## config.mk

```make
export PLATFORM = sky130hd
export DESIGN_NAME = ocpwm_chan
export DESIGN_NICKNAME = d
export VERILOG_FILES = /design/src/inc/ocpwm_pkg.sv /design/src/logic/ocpwm_tmr_mux.sv /design/src/logic/ocpwm_irq.sv /design/src/logic/ocpwm_chan.sv
export SDC_FILE = /design/constraint.sdc
export NUM_CORES = 1
export LEC_CHECK = 0
export BUFFER_PORTS_ARGS = -buffer_cell sky130_fd_sc_hd__buf_2
export CAP_MARGIN = 20
export CORE_UTILIZATION = 50
export DETAILED_ROUTE_END_ITERATION = 12
export PLACE_DENSITY = 0.77
export SETUP_SLACK_MARGIN = 0.4
export SLEW_MARGIN = 10
export SYNTH_ARGS = -nofsm -noshare
export SYNTH_HDL_FRONTEND = slang
export SYNTH_SLANG_ARGS = --single-unit
export TNS_END_PERCENT = 20
```

## constraint.sdc

```tcl
create_clock -name mclk_i -period 2.25 [get_ports mclk_i]
set_input_delay 0.45 -clock mclk_i [delete_from_list [all_inputs] [get_ports mclk_i]]
set_output_delay 0.45 -clock mclk_i [all_outputs]
set_load 0.02 [all_outputs]
```

## src/inc/ocpwm_pkg.sv

```systemverilog
// Package for the output compare and PWM channel: register map, fields, modes.
package ocpwm_pkg;
  // Register offsets on the plain register port.
  localparam logic [3:0] OCPWM_CTRL_OFS = 4'h0;
  localparam logic [3:0] OCPWM_PRI_OFS = 4'h1;
  localparam logic [3:0] OCPWM_SEC_OFS = 4'h2;
  localparam logic [3:0] OCPWM_STAT_OFS = 4'h3;
  localparam logic [3:0] OCPWM_MASK_OFS = 4'h4;
  localparam logic [3:0] OCPWM_PIN_OFS = 4'h5;
  // Control register field positions.
  localparam int OCPWM_MODE_LSB = 0;
  localparam int OCPWM_TSEL_BIT = 3;
  localparam int OCPWM_FLT_BIT = 4;
  // Reset values.
  localparam logic [15:0] OCPWM_CTRL_RST = 16'h0000;
  localparam logic [15:0] OCPWM_CMP_RST = 16'h0000;
  localparam logic [15:0] OCPWM_TMR_START = 16'h0000;
  localparam logic [2:0] OCPWM_IRQ_RST = 3'h0;
  // Status and mask bit positions: match, period restart, fault.
  localparam int OCPWM_EV_MATCH = 0;
  localparam int OCPWM_EV_PERIOD = 1;
  localparam int OCPWM_EV_FAULT = 2;
  localparam int OCPWM_EV_N = 3;

  // Compare mode field codes.
  typedef enum logic [2:0] {
    OCPWM_M_OFF = 3'h0,
    OCPWM_M_LOW = 3'h1,
    OCPWM_M_HIGH = 3'h2,
    OCPWM_M_TOG = 3'h3,
    OCPWM_M_SINGLE = 3'h4,
    OCPWM_M_CONT = 3'h5,
    OCPWM_M_PWM = 3'h6,
    OCPWM_M_PWMF = 3'h7
  } ocpwm_mode_t;

  // Single pulse sequencer states, one-hot.
  typedef enum logic [2:0] {
    OCPWM_S_ARMED = 3'b001,
    OCPWM_S_PULSE = 3'b010,
    OCPWM_S_DONE = 3'b100
  } ocpwm_sp_t;

  // Timer view taken from one of the two timers.
  typedef struct packed {
    logic [15:0] count;
    logic [15:0] period;
    logic run;
  } ocpwm_tmr_t;

  // Register port request.
  typedef struct packed {
    logic [3:0] addr;
    logic [15:0] wdata;
    logic wr;
    logic rd;
  } ocpwm_req_t;
endpackage : ocpwm_pkg

```

## src/logic/ocpwm_tmr_mux.sv

```systemverilog
// Timer selection multiplexer with a registered timer view.
`timescale 1ns/10ps
`default_nettype none
module ocpwm_tmr_mux
  import ocpwm_pkg::*;
(
  input wire logic mclk_i,
  input wire logic rst_n_i,
  input wire logic ce_i,
  input wire logic sel_i,
  input wire ocpwm_tmr_t tmr_a_i,
  input wire ocpwm_tmr_t tmr_b_i,
  output ocpwm_tmr_t tmr_o
);
  // The view is registered so every compare looks at one stable copy.
  always_ff @(posedge mclk_i) begin
    if (!rst_n_i) begin
      tmr_o <= '0;
    end else if (ce_i) begin
      tmr_o <= sel_i ? tmr_b_i : tmr_a_i; // RQ1
    end
  end
endmodule : ocpwm_tmr_mux
`default_nettype wire

```

## src/logic/ocpwm_irq.sv

```systemverilog
// Sticky event status, mask and level interrupt output.
`timescale 1ns/10ps
`default_nettype none
module ocpwm_irq
  import ocpwm_pkg::*;
#(
  parameter int N = OCPWM_EV_N
) (
  input wire logic mclk_i,
  input wire logic rst_n_i,
  input wire logic ce_i,
  input wire logic [N-1:0] ev_i,
  input wire logic [N-1:0] clr_i,
  input wire logic mask_wr_i,
  input wire logic [N-1:0] mask_i,
  output logic [N-1:0] stat_o,
  output logic [N-1:0] mask_o,
  output logic irq_o
);
  // Set wins over a write-one clear arriving in the same cycle.
  genvar g;
  generate
    for (g = 0; g < N; g++) begin : g_bit
      always_ff @(posedge mclk_i) begin
        if (!rst_n_i) begin
          stat_o[g] <= 1'b0;
        end else if (ce_i) begin
          stat_o[g] <= ev_i[g] | (stat_o[g] & ~clr_i[g]);
        end
      end
    end
  endgenerate

  // Mask register and registered interrupt level.
  always_ff @(posedge mclk_i) begin
    if (!rst_n_i) begin
      mask_o <= N'(OCPWM_IRQ_RST);
      irq_o <= 1'b0;
    end else if (ce_i) begin
      if (mask_wr_i) begin
        mask_o <= mask_i;
      end
      irq_o <= |(stat_o & mask_o);
    end
  end
endmodule : ocpwm_irq
`default_nettype wire

```

## src/logic/ocpwm_chan.sv

```systemverilog
// Output compare channel with simple, dual-compare and PWM modes.
// Function
// RQ1: Timer select bit 3 picks second timer; clear picks the first.
// RQ2: Mode 001 drives low, 010 high, 011 toggles on match.
// RQ3: Simple modes compare primary register with selected counting timer.
// RQ4: A timer wrap before the match leaves the pin unchanged.
// RQ5: Mode 100 gives one pulse, mode 101 a pulse train.
// RQ6: Primary is start time, secondary stop time, from count zero.
// RQ7: Software sets period not below secondary before dual modes.
// RQ8: Single pulse set up with timer stopped, then run bit set.
// RQ9: Writing mode 100 again re-arms a further single pulse.
// RQ10: Mode 101 with timer running pulses once each period.
// RQ11: Modes 110 and 111 are PWM; 111 adds fault protection.
// RQ12: In PWM the primary is a read-only duty latch fed from secondary.
// RQ13: Software writes period, duty, mode, then runs the timer.
// RQ14: Mode 111 with low fault input makes the pin high impedance.
// RQ15: Fault flag at control bit 4 sets on detected fault.
// RQ16: High impedance holds until fault clears and mode is rewritten.
// RQ17: PWM rises at period match, falls at duty; latch loads then.
// RQ18: Dual modes rise at start, fall at stop; single stays low.
`timescale 1ns/10ps
`default_nettype none
module ocpwm_chan
  import ocpwm_pkg::*;
(
  input wire logic mclk_i,
  input wire logic rst_n_i,
  input wire logic ce_i,
  input wire ocpwm_tmr_t tmr_a_i,
  input wire ocpwm_tmr_t tmr_b_i,
  input wire logic fault_n_i,
  input wire logic [3:0] addr_i,
  input wire logic [15:0] wdata_i,
  input wire logic wr_i,
  input wire logic rd_i,
  output logic [15:0] rdata_o,
  output logic pin_o,
  output logic pin_oe_o,
  output logic irq_o
);
  ocpwm_tmr_t tmr;
  ocpwm_mode_t mode_ff;
  ocpwm_sp_t sp_ff;
  logic tsel_ff;
  logic flt_ff;
  logic tri_ff;
  logic [15:0] pri_ff;
  logic [15:0] sec_ff;
  logic [OCPWM_EV_N-1:0] stat;
  logic [OCPWM_EV_N-1:0] mask;
  logic [OCPWM_EV_N-1:0] ev;
  logic [OCPWM_EV_N-1:0] clr;
  logic ctrl_wr;
  logic mode_wr;
  logic is_pwm;
  logic hit_pri;
  logic hit_sec;
  logic hit_per;
  logic fault_now;

  assign ctrl_wr = wr_i && (addr_i == OCPWM_CTRL_OFS);
  assign mode_wr = ctrl_wr;
  assign is_pwm = (mode_ff == OCPWM_M_PWM) || (mode_ff == OCPWM_M_PWMF); // RQ11
  // A match counts only while the timer runs, so a stopped timer sitting on
  // a compare value does not keep firing.
  assign hit_pri = tmr.run && (tmr.count == pri_ff); // RQ3
  assign hit_sec = tmr.run && (tmr.count == sec_ff);
  assign hit_per = tmr.run && (tmr.count == tmr.period);
  assign fault_now = (mode_ff == OCPWM_M_PWMF) && !fault_n_i; // RQ14

  // Timer selection follows the timer select bit.
  ocpwm_tmr_mux u_mux (
    .mclk_i(mclk_i),
    .rst_n_i(rst_n_i),
    .ce_i(ce_i),
    .sel_i(tsel_ff), // RQ1
    .tmr_a_i(tmr_a_i),
    .tmr_b_i(tmr_b_i),
    .tmr_o(tmr)
  );

  // Events: output match, period restart, fault.
  assign ev[OCPWM_EV_MATCH] = hit_pri && (mode_ff != OCPWM_M_OFF) && !is_pwm;
  assign ev[OCPWM_EV_PERIOD] = hit_per;
  assign ev[OCPWM_EV_FAULT] = fault_now;
  assign clr = (wr_i && (addr_i == OCPWM_STAT_OFS)) ?
               wdata_i[OCPWM_EV_N-1:0] : '0;

  ocpwm_irq #(
    .N(OCPWM_EV_N)
  ) u_irq (
    .mclk_i(mclk_i),
    .rst_n_i(rst_n_i),
    .ce_i(ce_i),
    .ev_i(ev),
    .clr_i(clr),
    .mask_wr_i(wr_i && (addr_i == OCPWM_MASK_OFS)),
    .mask_i(wdata_i[OCPWM_EV_N-1:0]),
    .stat_o(stat),
    .mask_o(mask),
    .irq_o(irq_o)
  );

  // Control register: mode field and timer select.
  always_ff @(posedge mclk_i) begin
    if (!rst_n_i) begin
      mode_ff <= ocpwm_mode_t'(OCPWM_CTRL_RST[2:0]);
      tsel_ff <= OCPWM_CTRL_RST[OCPWM_TSEL_BIT];
    end else if (ce_i && ctrl_wr) begin
      mode_ff <= ocpwm_mode_t'(wdata_i[OCPWM_MODE_LSB +: 3]); // RQ2
      tsel_ff <= wdata_i[OCPWM_TSEL_BIT]; // RQ1
    end
  end

  // Fault flag: hardware set wins; a control write clears it unless mode 111
  // sees the fault input low in that same cycle.
  always_ff @(posedge mclk_i) begin
    if (!rst_n_i) begin
      flt_ff <= OCPWM_CTRL_RST[OCPWM_FLT_BIT];
    end else if (ce_i) begin
      if (fault_now) begin
        flt_ff <= 1'b1; // RQ15
      end else if (mode_wr) begin
        flt_ff <= 1'b0;
      end
    end
  end

  // Tri-state hold needs both the fault gone and a mode rewrite.
  always_ff @(posedge mclk_i) begin
    if (!rst_n_i) begin
      tri_ff <= 1'b0;
    end else if (ce_i) begin
      if (fault_now) begin
        tri_ff <= 1'b1; // RQ14
      end else if (mode_wr && fault_n_i) begin
        tri_ff <= 1'b0; // RQ16
      end
    end
  end

  // Primary register: written by software outside PWM; in PWM it is the
  // duty latch loaded from the secondary at the period match only, so a
  // duty change mid-period cannot glitch the output.
  always_ff @(posedge mclk_i) begin
    if (!rst_n_i) begin
      pri_ff <= OCPWM_CMP_RST;
    end else if (ce_i) begin
      if (is_pwm) begin
        if (hit_per) begin
          pri_ff <= sec_ff; // RQ12 RQ17
        end
      end else if (wr_i && (addr_i == OCPWM_PRI_OFS)) begin
        pri_ff <= wdata_i;
      end
    end
  end

  // Secondary register, always software written.
  always_ff @(posedge mclk_i) begin
    if (!rst_n_i) begin
      sec_ff <= OCPWM_CMP_RST;
    end else if (ce_i && wr_i && (addr_i == OCPWM_SEC_OFS)) begin
      sec_ff <= wdata_i;
    end
  end

  // Single pulse sequencer; any control register write re-arms it.
  always_ff @(posedge mclk_i) begin
    if (!rst_n_i) begin
      sp_ff <= OCPWM_S_ARMED;
    end else if (ce_i) begin
      if (mode_wr) begin
        sp_ff <= OCPWM_S_ARMED; // RQ9
      end else if (mode_ff == OCPWM_M_SINGLE) begin
        case (sp_ff)
          OCPWM_S_ARMED: begin
            if (hit_pri) begin
              sp_ff <= OCPWM_S_PULSE;
            end
          end
          OCPWM_S_PULSE: begin
            if (hit_sec) begin
              sp_ff <= OCPWM_S_DONE; // RQ18
            end
          end
          default: begin
            sp_ff <= OCPWM_S_DONE;
          end
        endcase
      end
    end
  end

  // Pin level. Matches act only on equality with the counting timer, so a
  // wrap before reaching the compare value changes nothing.
  always_ff @(posedge mclk_i) begin
    if (!rst_n_i) begin
      pin_o <= 1'b0;
    end else if (ce_i) begin
      case (mode_ff)
        OCPWM_M_LOW: begin
          if (hit_pri) begin
            pin_o <= 1'b0; // RQ2 RQ4
          end
        end
        OCPWM_M_HIGH: begin
          if (hit_pri) begin
            pin_o <= 1'b1; // RQ2
          end
        end
        OCPWM_M_TOG: begin
          if (hit_pri) begin
            pin_o <= ~pin_o; // RQ2
          end
        end
        OCPWM_M_SINGLE: begin
          if (sp_ff == OCPWM_S_ARMED && hit_pri) begin
            pin_o <= 1'b1; // RQ5 RQ6
          end else if (sp_ff == OCPWM_S_PULSE && hit_sec) begin
            pin_o <= 1'b0; // RQ18
          end
        end
        OCPWM_M_CONT: begin
          if (hit_pri) begin
            pin_o <= 1'b1; // RQ10
          end else if (hit_sec) begin
            pin_o <= 1'b0; // RQ10
          end
        end
        OCPWM_M_PWM, OCPWM_M_PWMF: begin
          if (hit_per) begin
            pin_o <= (sec_ff != OCPWM_TMR_START); // RQ17
          end else if (tmr.run && tmr.count == pri_ff) begin
            pin_o <= 1'b0; // RQ17
          end
        end
        default: begin
          pin_o <= 1'b0;
        end
      endcase
    end
  end

  // Output enable drops the cycle after a fault is seen.
  always_ff @(posedge mclk_i) begin
    if (!rst_n_i) begin
      pin_oe_o <= 1'b0;
    end else if (ce_i) begin
      pin_oe_o <= (mode_ff != OCPWM_M_OFF) && !tri_ff && !fault_now; // RQ14
    end
  end

  // Read data stands in the cycle after the read strobe only.
  always_ff @(posedge mclk_i) begin
    if (!rst_n_i) begin
      rdata_o <= 16'h0000;
    end else if (ce_i) begin
      rdata_o <= 16'h0000;
      if (rd_i) begin
        if (addr_i == OCPWM_CTRL_OFS) begin
          rdata_o <= {11'h000, flt_ff, tsel_ff, mode_ff}; // RQ15
        end else if (addr_i == OCPWM_PRI_OFS) begin
          rdata_o <= pri_ff;
        end else if (addr_i == OCPWM_SEC_OFS) begin
          rdata_o <= sec_ff;
        end else if (addr_i == OCPWM_STAT_OFS) begin
          rdata_o <= {13'h0000, stat};
        end else if (addr_i == OCPWM_MASK_OFS) begin
          rdata_o <= {13'h0000, mask};
        end else if (addr_i == OCPWM_PIN_OFS) begin
          rdata_o <= {14'h0000, pin_oe_o, pin_o};
        end
      end
    end
  end
endmodule : ocpwm_chan
`default_nettype wire

```

== Word level (Yosys, flattened, before mapping) ==
Index checks and enable logic that the tools add are counted.
Storage, ports and cells
  output and inout bits: 19
  word-level logic and storage cells: 121
  input port bits: 92
  register bits after elaboration: 99
Cells by class
  bitwise gates (word level): 11
  muxes and demuxes: 30
  reduce and logical (&&, ||, !) cells: 38
  equal/unequal tests: 24
Operators with widths (number)
  $mux W16: 7
  $eq A16 B16 Y1: 3
  $mux W33: 1
  $mux W3: 7
  $logic_and A1 B1 Y1: 18
  $reduce_bool A16 Y1: 1
  $eq A3 B3 Y1 const B: 4
  $mux W1: 12
  $eq A3 B2 Y1 const B: 3
  $ne A3 B3 Y1 const B: 3
  $eq A4 B2 Y1 const B: 2
  $eq A4 B3 Y1 const B: 2
  $reduce_bool A2 Y1: 4
  $eq A3 B1 Y1 const B: 2
  $pmux W1 S6: 1
  $pmux W3 S2: 1
  $reduce_and A2 Y1: 3
  $reduce_and A5 Y1: 1
  $eq A4 B1 Y1 const B: 1
  $logic_not A1 Y1: 4
  $logic_not A4 Y1: 1
  $ne A2 B2 Y1 const B: 2
  $not A1 Y1: 4
  $reduce_and A4 Y1: 1
  11 further kinds: 15

== Longest topological paths before layout ==
Gate-level depths: netlist of run 1.
  depth after elaboration: 8
  depth in mapped cells: 8
  depth with buffers taken out: 7

== Cells and area by module ==
Synthesis of run 1 repeated with hierarchy kept, for this count alone.
Second synthesis, totals
  cell total of the unflattened synthesis: 616
  area total of the unflattened synthesis: 5226.3 um^2
By module, submodules not included
  ocpwm_chan: cells each 441, seq. area each 1181.1 um^2, area each 3478.3 um^2, times used 1
  ocpwm_tmr_mux: cells each 146, seq. area each 660.6 um^2, area each 1441.4 um^2, times used 1
  ocpwm_irq: cells each 29, seq. area each 140.1 um^2, area each 306.5 um^2, times used 1

== Worst setup path before layout of run 1 ==
Ideal clock, no wire load.
  path type: input port to flip-flop
  from: in addr_i[0]
  to: reg sp_ff[0]
  setup slack: 370 ps
  stages on the path: 7
  data required time: 2114 ps
  library setup time: 136 ps
  data arrival time: 1744 ps
  path buffers: 2
  cells stage by stage: buf_2 > nor4_2 > and3_1 > clkbuf_1 > a31oi_1 > o21ai_0 > nand3_1
On the way
  longest elaborated chain between the ends: 4
  elaborated cells on any way between the ends: 7
  those cells by class: 2 x eq/ne; 1 x mux; 4 x reduce/logical
RTL lines
  from (decl): RTL line ocpwm_chan.sv:32  | input wire logic [3:0] addr_i,
  $logic_not A4 Y1 *: RTL line ocpwm_chan.sv:61  | assign ctrl_wr = wr_i && (addr_i == OCPWM_CTRL_OFS);
  $logic_and A1 B1 Y1 *: RTL line ocpwm_chan.sv:61
  $ne A3 B3 Y1 (no line) or $reduce_bool A2 Y1 (tied branches)
  $reduce_and A4 Y1 (no line)
  to (signal assigned): RTL line ocpwm_chan.sv:171  | sp_ff <= OCPWM_S_ARMED;
  to (signal assigned): RTL line ocpwm_chan.sv:174  | sp_ff <= OCPWM_S_ARMED;
  to (signal assigned): RTL line ocpwm_chan.sv:179  | sp_ff <= OCPWM_S_PULSE;
  to (decl): RTL line ocpwm_chan.sv:43  | ocpwm_sp_t sp_ff;
Mark *: on every way between the ends. The rest lies on a longest branch, timed or not.
A chain may end at the register's enable or synchronous reset.

== Final worst setup path of run 1 ==
  from: reg u_mux.tmr_o[32] (netlist name)
  to: reg pri_ff[15]
On the way
  longest elaborated chain between the ends: 4
RTL lines
  from (decl): RTL line ocpwm_tmr_mux.sv:13  | output ocpwm_tmr_t tmr_o
  from (signal assigned): RTL line ocpwm_tmr_mux.sv:20  | tmr_o <= sel_i ? tmr_b_i : tmr_a_i;
  $eq A16 B16 Y1: RTL line ocpwm_chan.sv:68  | assign hit_per = tmr.run && (tmr.count == tmr.period);
  $logic_and A1 B1 Y1: RTL line ocpwm_chan.sv:68
  $ne A2 B1 Y1 (no line)
  $reduce_and A3 Y1 (no line)
  to (signal assigned): RTL line ocpwm_chan.sv:154  | pri_ff <= wdata_i;
  to (decl): RTL line ocpwm_chan.sv:47  | logic [15:0] pri_ff;
No other way between the ends.

==> out/qor.txt, run 1 <==
area of the mapped netlist - 5140 µm²
y dimension of the die - 103 µm
ordered cell list for the critical path - xor2_4 -> nor4_4 -> and3b_2 -> nand4_4 -> a21oi_4 -> buf_6 -> clkbuf_16 -> a311oi_2
WS Path Type - reg2reg
end of the worst register-to-register path - pri_ff[15]$_SDFFE_PN0P_
buffers plus inverters on the worst setup path - 2
xor and xnor fraction of the mapped netlist area - 8.18%
switching component of the power - 0.000982 W
post-synthesis net count - 703
TritonCTS sink count - 99
Clock Skew - 0.0187 ns
area after detailed placement - 5870 µm²
largest net degree at the start of global routing - 75
starting utilization of the core area - 52.1%
cell internal pwr - 0.00246 W
CTS max path bufs - 2
per-cell via count in the routed design - 5.79
clock insertion delay at the later pin of the skew report - 0.38 ns
number of placed I/O pins - 111
end point of the critical path - pri_ff[15]$_SDFFE_PN0P_
number of synthesized register bits - 99
Leakage - 2.38 nW
number of buffers created by CTS - 9
count of H-tree levels built during CTS - 3
most common library cell in the layout ignoring fill and taps - buf_2
floorplan die width - 103 µm
fraction of the mapped netlist area in compound gates - 20.7%
overflow left after global routing - 0
simple logic cell fraction of the synthesized area - 20.5%
Worst R2R Path Depth - 8
actual slew at the worst max-slew pin - 0.679 ns
final clock period utilization by the worst path - 91.1%
final count of negative-setup-slack endpoints - 0
worst-path maximum fanout - 8
ys async rst share - 0%
via count - 4949
share of synthesized area occupied by flip-flops and latches - 38.6%
crit path max-delay cell type - dfxtp_2
antenna diode instance count - 0
count of flip-flops with a built-in enable after synthesis - 0
router iterations before antenna repair - 5
all-layer global routing usage - 28.3%
placed wire-length estimate - 10.5 mm
combinational family with the most area after synthesis - compound AO/OA/AOI/OAI gates
Sequential Area - 2000 µm²
number of max-capacitance violations reported - 0
filler cell count in the final layout - 867
fraction of final layout cells sized beyond drive strength 1 - 28.8%
summed area of non-filler cells in the final layout - 6290 µm²
Placer Congestion - 0.990
Worst IR Drop VDD - 0.396 mV
predominant post-synthesis flop cell - dfxtp_1
floorplan row count - 36
number of warnings reported in the yosys synthesis log - 0
Area growth, synth to finish - 22.4%
stages on the worst setup path - 8
worst endpoint data arrival time - 2.29 ns
Core Area - 9860 µm²
power share of the sequential group - 54.2%
Clock transition at path regs - 0.10 ns
total negative setup slack - 0 ns
Max stage delay on crit path - 0.36 ns
net switching fraction of the power - 28.6%
Worst Setup SP - u_mux.tmr_o[32]$_SDFFE_PN0P_
most frequent cells in the layout - buf_2, dfxtp_1, nor2_1
antenna-violating nets left - 0
FMAX - 488 MHz
quantity of I/O buffers inserted on ports - 110
count of mapped cells out of synthesis - 611
Post-Syn Area per Cell - 8.41 µm²
combinational share of power - 13.7%
Fin. Hold Viols - 0
layout net count - 809
root cell of the clock tree - clkbuf_8
area of combinational cells with multiple inputs - 3050 µm²
initial antenna violation count - 0
proportion of synthesized area in mux cells - 7.60%
first-pass GRT wire length - 23.0 mm
remaining routing DRC violations - 0
type of element capturing the critical path - flop
vias in the first global route - 4658
Slew Limit Fails - 0
status - finished clean
Worst path top cell family by delay - simple AND/OR/NAND/NOR gates
Critical R2R Launch - u_mux.tmr_o[32]$_SDFFE_PN0P_
number of different library cells in the post-synthesis netlist - 49
Total Die Area - 10700 µm²
post-route minimum period - 2.05 ns
routed wire length - 14.7 mm
R2R Setup Slk - 0.20 ns
headroom to the max-slew limit - 54.8%
Clk pwr share - 32.0%
post-synthesis share of cell area spent on full adders, half adders and majority gates - 0%
data required time at the worst endpoint - 2.49 ns
Worst Setup Start Kind - flop
setup repair after global routing missed its margin - yes
worst hold path class - in2reg
pwr dens - 547 nW/µm²
number of DRC violations after detailed-routing iteration 0 - 301
clock tree from TritonCTS - done
drt wl/cell - 17.2 µm
## power groups by stage
stage / Combinational [W] / Clock, W / Sequential [W]
after global placement: 0.000426 / 0 / 0.00189
after global routing: 0.000515 / 0.00119 / 0.00187
after floorplan: 0.000251 / 0 / 0.00189
after detailed placement: 0.000434 / 0 / 0.00189
after CTS: 0.000448 / 0.00112 / 0.00186
final: 0.000472 / 0.00110 / 0.00186
## worst min-delay path: cells and delay by family
family	cells	cell delay, ns
buffers and inverters	1	0.11
AO/OA/AOI/OAI	1	0.05
AND/OR/NAND/NOR	1	0.05
## how the worst min path moves through the flow
stage	from	end	slack (ns)	depth (start not counted)
2_1_floorplan	sp_ff[1]$_SDFFE_PN0P_	sp_ff[1]$_SDFFE_PN0P_	0.44	2
3_3_place_gp	rdata_o[2]$_SDFFE_PN0P_	rdata_o[2]$_SDFFE_PN0P_	0.46	2
3_5_place_dp	rdata_o[2]$_SDFFE_PN0P_	rdata_o[2]$_SDFFE_PN0P_	0.47	2
4_1_cts	wdata_i[13]	sec_ff[13]$_SDFFE_PN0P_	0.30	3
5_1_grt	wdata_i[13]	sec_ff[13]$_SDFFE_PN0P_	0.31	3
6_report	wdata_i[11]	sec_ff[11]$_SDFFE_PN0P_	0.31	3
## metrics by stage
step | std cells | hold WS (ns) | worst slack, ns | utilization [%] | total power (W)
after floorplan | 611 | 0.443 | 0.405 | - | 0.00214
after global placement | 833 | 0.458 | 0.231 | 59.6 | 0.00232
after detailed placement | 833 | 0.472 | 0.129 | 59.6 | 0.00233
after CTS | 851 | 0.301 | 0.242 | 62.1 | 0.00342
after global routing | 855 | 0.310 | 0.111 | 63.7 | 0.00358
final | 855 | 0.308 | 0.201 | 63.7 | 0.00344
## cell families after synthesis
logic type / Yosys count
AO/OA/AOI/OAI: 141
XOR/XNOR: 48
buffers and inverters: 54
flip-flops: 99
multiplexers: 39
AND/OR/NAND/NOR: 230
## cell usage after synthesis, types with 2 or more instances
cell type | number | area share, %
dfxtp_1 | 99 | 39
nor2_1 | 82 | 6.0
nand2_1 | 67 | 4.9
a21oi_1 | 43 | 4.2
mux2i_1 | 39 | 7.6
a211oi_1 | 37 | 5.4
clkbuf_1 | 33 | 2.4
nand3_1 | 28 | 2.7
xnor2_1 | 26 | 4.4
xor2_1 | 22 | 3.7
a22oi_1 | 17 | 2.5
a311oi_2 | 14 | 4.1
inv_1 | 9 | 0.66
nor4_1 | 9 | 1.1
and3_1 | 8 | 0.97
nand4_1 | 7 | 0.85
nor3_1 | 7 | 0.68
a31oi_1 | 5 | 0.61
o21ai_0 | 5 | 0.49
a31o_2 | 4 | 0.68
buf_1 | 4 | 0.29
buf_2 | 4 | 0.39
nor2_2 | 4 | 0.49
a21boi_0 | 3 | 0.44
and2_1 | 3 | 0.37
nand2b_1 | 3 | 0.37
a311oi_1 | 2 | 0.34
buf_6 | 2 | 0.44
nor2b_1 | 2 | 0.24
nor3b_1 | 2 | 0.29
o22ai_1 | 2 | 0.24
o32ai_1 | 2 | 0.34
## registers in the layout, summed over array words and instances, names as in the netlist
register,flops
pri_ff,16
u_mux.tmr_o,33
sec_ff,16
pin_o,1
tsel_ff,1
mode_ff,3
sp_ff,3
u_irq.mask_o,3
tri_ff,1
u_irq.irq_o,1
u_irq.stat_o,3
flt_ff,1
pin_oe_o,1
rdata_o,16
## metal layers
layer	track usage (%)	vias up	wire, µm
li1	-	2388	-
met1	35.7	2310	5950
met2	47.9	213	7190
met3	4.64	38	1100
met4	11.7	0	458
met5	0	-	0
## what timing repair did
action	4_1_cts	5_1_grt
cloned	1	2
gates resized for setup	9	20
endpoints found under the setup margin	19	20
pin swaps	3	23
hold buffers	0	0
buffers inserted	1	2
## final cells by class
class | count | area share (%)
Multi-Input combinational cell | 458 | 48.5
Timing Repair Buffer | 139 | 13.5
Sequential cell | 99 | 31.7
Inverter | 10 | 0.597
Tap cell | 133 | 2.65
Clock buffer | 10 | 2.19
Clock inverter | 6 | 0.796
Power figures use the tool's default switching activity.
==> run 2: changes to the inputs <==
--- a/config.mk
+++ b/config.mk
@@ -15,4 +15,5 @@
 export SYNTH_ARGS = -nofsm -noshare
 export SYNTH_HDL_FRONTEND = slang
+export SYNTH_HIERARCHICAL = 1
 export SYNTH_SLANG_ARGS = --single-unit
 export TNS_END_PERCENT = 20
==> constraint.sdc (replaced) <==
create_clock -name mclk_i -period 2.25 [get_ports mclk_i]
set_input_delay 0.45 -clock mclk_i [delete_from_list [all_inputs] [get_ports mclk_i]]
set_output_delay 0.45 -clock mclk_i [all_outputs]
set_load 0.005 [all_outputs]
==> run 2 against run 1 <==
The flow now finishes with violations (negative setup slack). Critical path depth is 1 higher. Wire length is 8.3% higher. Utilization grew 2.3 points. Register-to-register slack worse by 0.25 ns. Flip-flop and latch count unchanged. Non-clock buffer count rose by 26. Clock skew is 0.0058 ns lower. Maximum frequency decreased by 11%. Sequential share of layout area shrank 1.3 points. Power grew 1.4%. Worst setup slack got worse by 0.25 ns.
==> out/qor.txt, run 2 <==
status - finished, violations left
violations in the final reports - negative setup slack
beginning of the worst hold path - wdata_i[6]
number of flip-flops under the largest register name - 33 (unchanged)
most frequent cells in the layout - buf_2, dfxtp_1, a21oi_1
summed area of non-filler cells in the final layout - 6580 µm² (+4.6%)
area after detailed placement - 6080 µm² (+3.5%)
floorplan die width - 104 µm (+0.83%)
clock insertion delay at the later pin of the skew report - 0.37 ns (about the same)
cell seen most often among critical-path stages - buf_12
final critical-path setup slack - -0.0449 ns (-0.246 ns)
Worst Setup SP - u_mux/tmr_o[27]$_SDFFE_PN0P_
leading cell type by number of instances after synthesis - dfxtp_1
initial antenna violation count - 0 (unchanged)
Area growth, synth to finish - 25.8%
layout net count - 842 (+4.1%)
ys async rst share - 0% (unchanged)
pwr dens - 530 nW/µm² (-3.0%)
WS Path Type - reg2reg
end of the worst register-to-register path - pri_ff[5]$_SDFFE_PN0P_
clock tree from TritonCTS - done
number of DRC violations after detailed-routing iteration 0 - 381 (+27%)
share of synthesized area occupied by flip-flops and latches - 37.9% (-0.65 points)
worst endpoint data arrival time - 2.59 ns (+0.30 ns)
met2 WL post-DR - 7.50 mm (+4.3%)
number of max-capacitance violations reported - 0 (unchanged)
CTS max path bufs - 2 (unchanged)
worst min-delay path endpoint - sec_ff[6]$_SDFFE_PN0P_
setup repair after global routing missed its margin - yes
cell taking the most area after synthesis - dfxtp_1
vias in the first global route - 5013 (+7.6%)
Fin. Hold Viols - 0 (unchanged)
predominant post-synthesis flop cell - dfxtp_1
share of Yosys cell area claimed by the top area cell type - 37.9% (-0.65 points)
number of placed I/O pins - 111 (unchanged)
Post-Syn Area per Cell - 8.48 µm² (+0.88%)
floorplan row count - 36 (unchanged)
Leakage - 2.59 nW (+9.1%)
via count - 5144 (+3.9%)
most common library cell in the layout ignoring fill and taps - buf_2
antenna diode instance count - 0 (unchanged)
quantity of I/O buffers inserted on ports - 110 (unchanged)
worst hold path class - in2reg
Core Area - 9950 µm² (+0.91%)
final clock period utilization by the worst path - 102% (+11 points)
Placer Congestion - 0.887 (-10%)
Synth top cells by count - dfxtp_1, a21oi_1, nand2_1
per-cell via count in the routed design - 5.79 (about the same)
count of H-tree levels built during CTS - 3 (unchanged)
area of the mapped netlist - 5230 µm² (+1.7%)
total power consumption of the routed design - 0.00349 W (+1.4%)
Total Die Area - 10900 µm² (+1.7%)
y dimension of the die - 104 µm (+0.83%)
ordered cell list for the critical path - xor2_1 -> nor4_1 -> nand2_1 -> or4b_4 -> a21oi_4 -> buf_12 -> buf_12 -> nor2_1 -> a311oi_2
actual slew at the worst max-slew pin - 0.533 ns (-0.146 ns)
Slew Limit Fails - 0 (unchanged)
Worst R2R Path Depth - 9 (+1)
TritonCTS sink count - 99 (unchanged)
highest metal layer with signal wires - met4
post-route minimum period - 2.29 ns (+0.246 ns)
Critical R2R Launch - u_mux/tmr_o[27]$_SDFFE_PN0P_
type of element capturing the critical path - flop
remaining routing DRC violations - 0 (unchanged)
amount of wire on met3 after detailed routing - 1.29 mm (+17%)
placed wire-length estimate - 11.1 mm (+6.3%)
data required time at the worst endpoint - 2.55 ns (+0.06 ns)
routed wire length - 15.9 mm (+8.3%)
number of buffers created by CTS - 9 (unchanged)
Worst IR Drop VDD - 0.298 mV (-25%)
FMAX - 436 MHz (-11%)
number of different library cells in the post-synthesis netlist - 54 (+10%)
final count of negative-setup-slack endpoints - 5 (+5)
fraction of final layout cells sized beyond drive strength 1 - 32.1% (+3.2 points)
Largest Register - u_mux/tmr_o
Max stage delay on crit path - 0.51 ns (+0.15 ns)
post-synthesis net count - 708 (+0.71%)
all-layer global routing usage - 29.0% (+0.69 points)
headroom to the max-slew limit - 64.5% (+9.7 points)
crit path max-delay cell type - or4b_4
router iterations before antenna repair - 5 (unchanged)
Worst Setup Start Kind - flop
Post-CTS Hold Buffers - 0 (unchanged)
most area-consuming cells after synthesis - dfxtp_1, a21oi_1, mux2i_1
starting utilization of the core area - 52.5% (+0.41 points)
drt wl/cell - 17.9 µm (+4.3%)
count of flip-flops with a built-in enable after synthesis - 0 (unchanged)
R2R Setup Slk - -0.04 ns (-0.25 ns)
filler cell count in the final layout - 839 (-3.2%)
Clock Skew - 0.0129 ns (-0.00581 ns)
antenna-violating nets left - 0 (unchanged)
worst-path maximum fanout - 8 (unchanged)
first-pass GRT wire length - 24.9 mm (+8.4%)
count of mapped cells out of synthesis - 616 (+0.82%)
number of synthesized register bits - 99 (unchanged)
overflow left after global routing - 0 (unchanged)
largest net degree at the start of global routing - 68 (-9.3%)
hold-critical path depth - 3 (unchanged)
Clock transition at path regs - 0.10 ns (about the same)
number of warnings reported in the yosys synthesis log - 6 (+6)
root cell of the clock tree - clkbuf_8
met1 WL - 6.85 mm (+15%)
-- run 2: cell count changes in the layout (fill, tap and decap cells not counted), moves of 5 or more --
cell	before	now
nand2_1	67	76
a31oi_1	5	0
nor2_1	80	46
a211oi_1	37	0
inv_1	9	2
buf_4	23	43
a21oi_1	42	78
o21ai_0	4	33
-- run 2: metrics by stage --
step / utilization [%] / setup WS (ns) / std cells / hold slack, ns / setup TNS [ns]
after floorplan: - / 0.237 / 616 / 0.436 / 0
after global placement: 61.1 / 0.0615 / 860 / 0.448 / 0
after detailed placement: 61.1 / -0.0336 / 860 / 0.458 / -0.0453
after CTS: 63.5 / 0.00606 / 878 / 0.299 / 0
after global routing: 66.1 / -0.130 / 888 / 0.309 / -1.31
final: 66.1 / -0.0449 / 888 / 0.308 / -0.159
-- run 2: layer usage --
metal  track usage [%]  vias to the layer above
met4              11.1                        0
met5                 0                        -
met3              6.70                       22
met2              46.8                      233
met1              37.4                     2416
li1                  -                     2473
-- run 2: cell type report --
cell class              instances  area [µm²]  area share, %
flip-flops and latches         99        2000           30.4
repair buffers                165        1090           16.6
well taps                     133         166           2.53
inverters                       4        15.0          0.228
multi-input cells             471        3110           47.3
clock buffers                  10         128           1.94
clock inverters                 6        65.1          0.990
-- run 2: logic make-up after synthesis --
logic type,count (synthesis),share of synthesized area [%]
and+or+nand+nor,207,18.3
xor gates and xnor gates,48,8.04
muxes,41,8.19
AOI/OAI and AO/OA,175,22.4
DFF,99,37.9
buffers and inverters,46,5.10
-- run 2: timing repair --
item / 4_1_cts / 5_1_grt
endpoints found under the setup margin: 21 / 52
pin swaps: 1 / 22
gates cloned: 1 / 1
buffers inserted: 1 / 9
endpoints found under the hold margin: 0 / 0
gates resized for setup: 1 / 39
-- run 2: how the worst max path moves through the flow --
stage / slack, ns / endpoint
after detailed placement: -0.03 / pri_ff[15]$_SDFFE_PN0P_
after global placement: 0.06 / pri_ff[12]$_SDFFE_PN0P_
after CTS: 0.006 / pri_ff[15]$_SDFFE_PN0P_
after global routing: -0.13 / pri_ff[5]$_SDFFE_PN0P_
after floorplan: 0.24 / pri_ff[12]$_SDFFE_PN0P_
final: -0.04 / pri_ff[5]$_SDFFE_PN0P_
-- run 2: worst max-delay path: cells and delay by family, from the launching register on --
kind,cells,cell delay [ns]
xor+xnor,1,0.15
simple gates,4,0.97
buf+inv,2,0.29
flops,1,0.35
compound gates,2,0.45
-- run 2: where the power goes --
part	switching (W)	total (W)	internal [W]
clock	0.000637	0.00115	0.000517
sequential	0.0000518	0.00185	0.00180
combinational	0.000260	0.000477	0.000217
total	0.000949	0.00349	0.00254
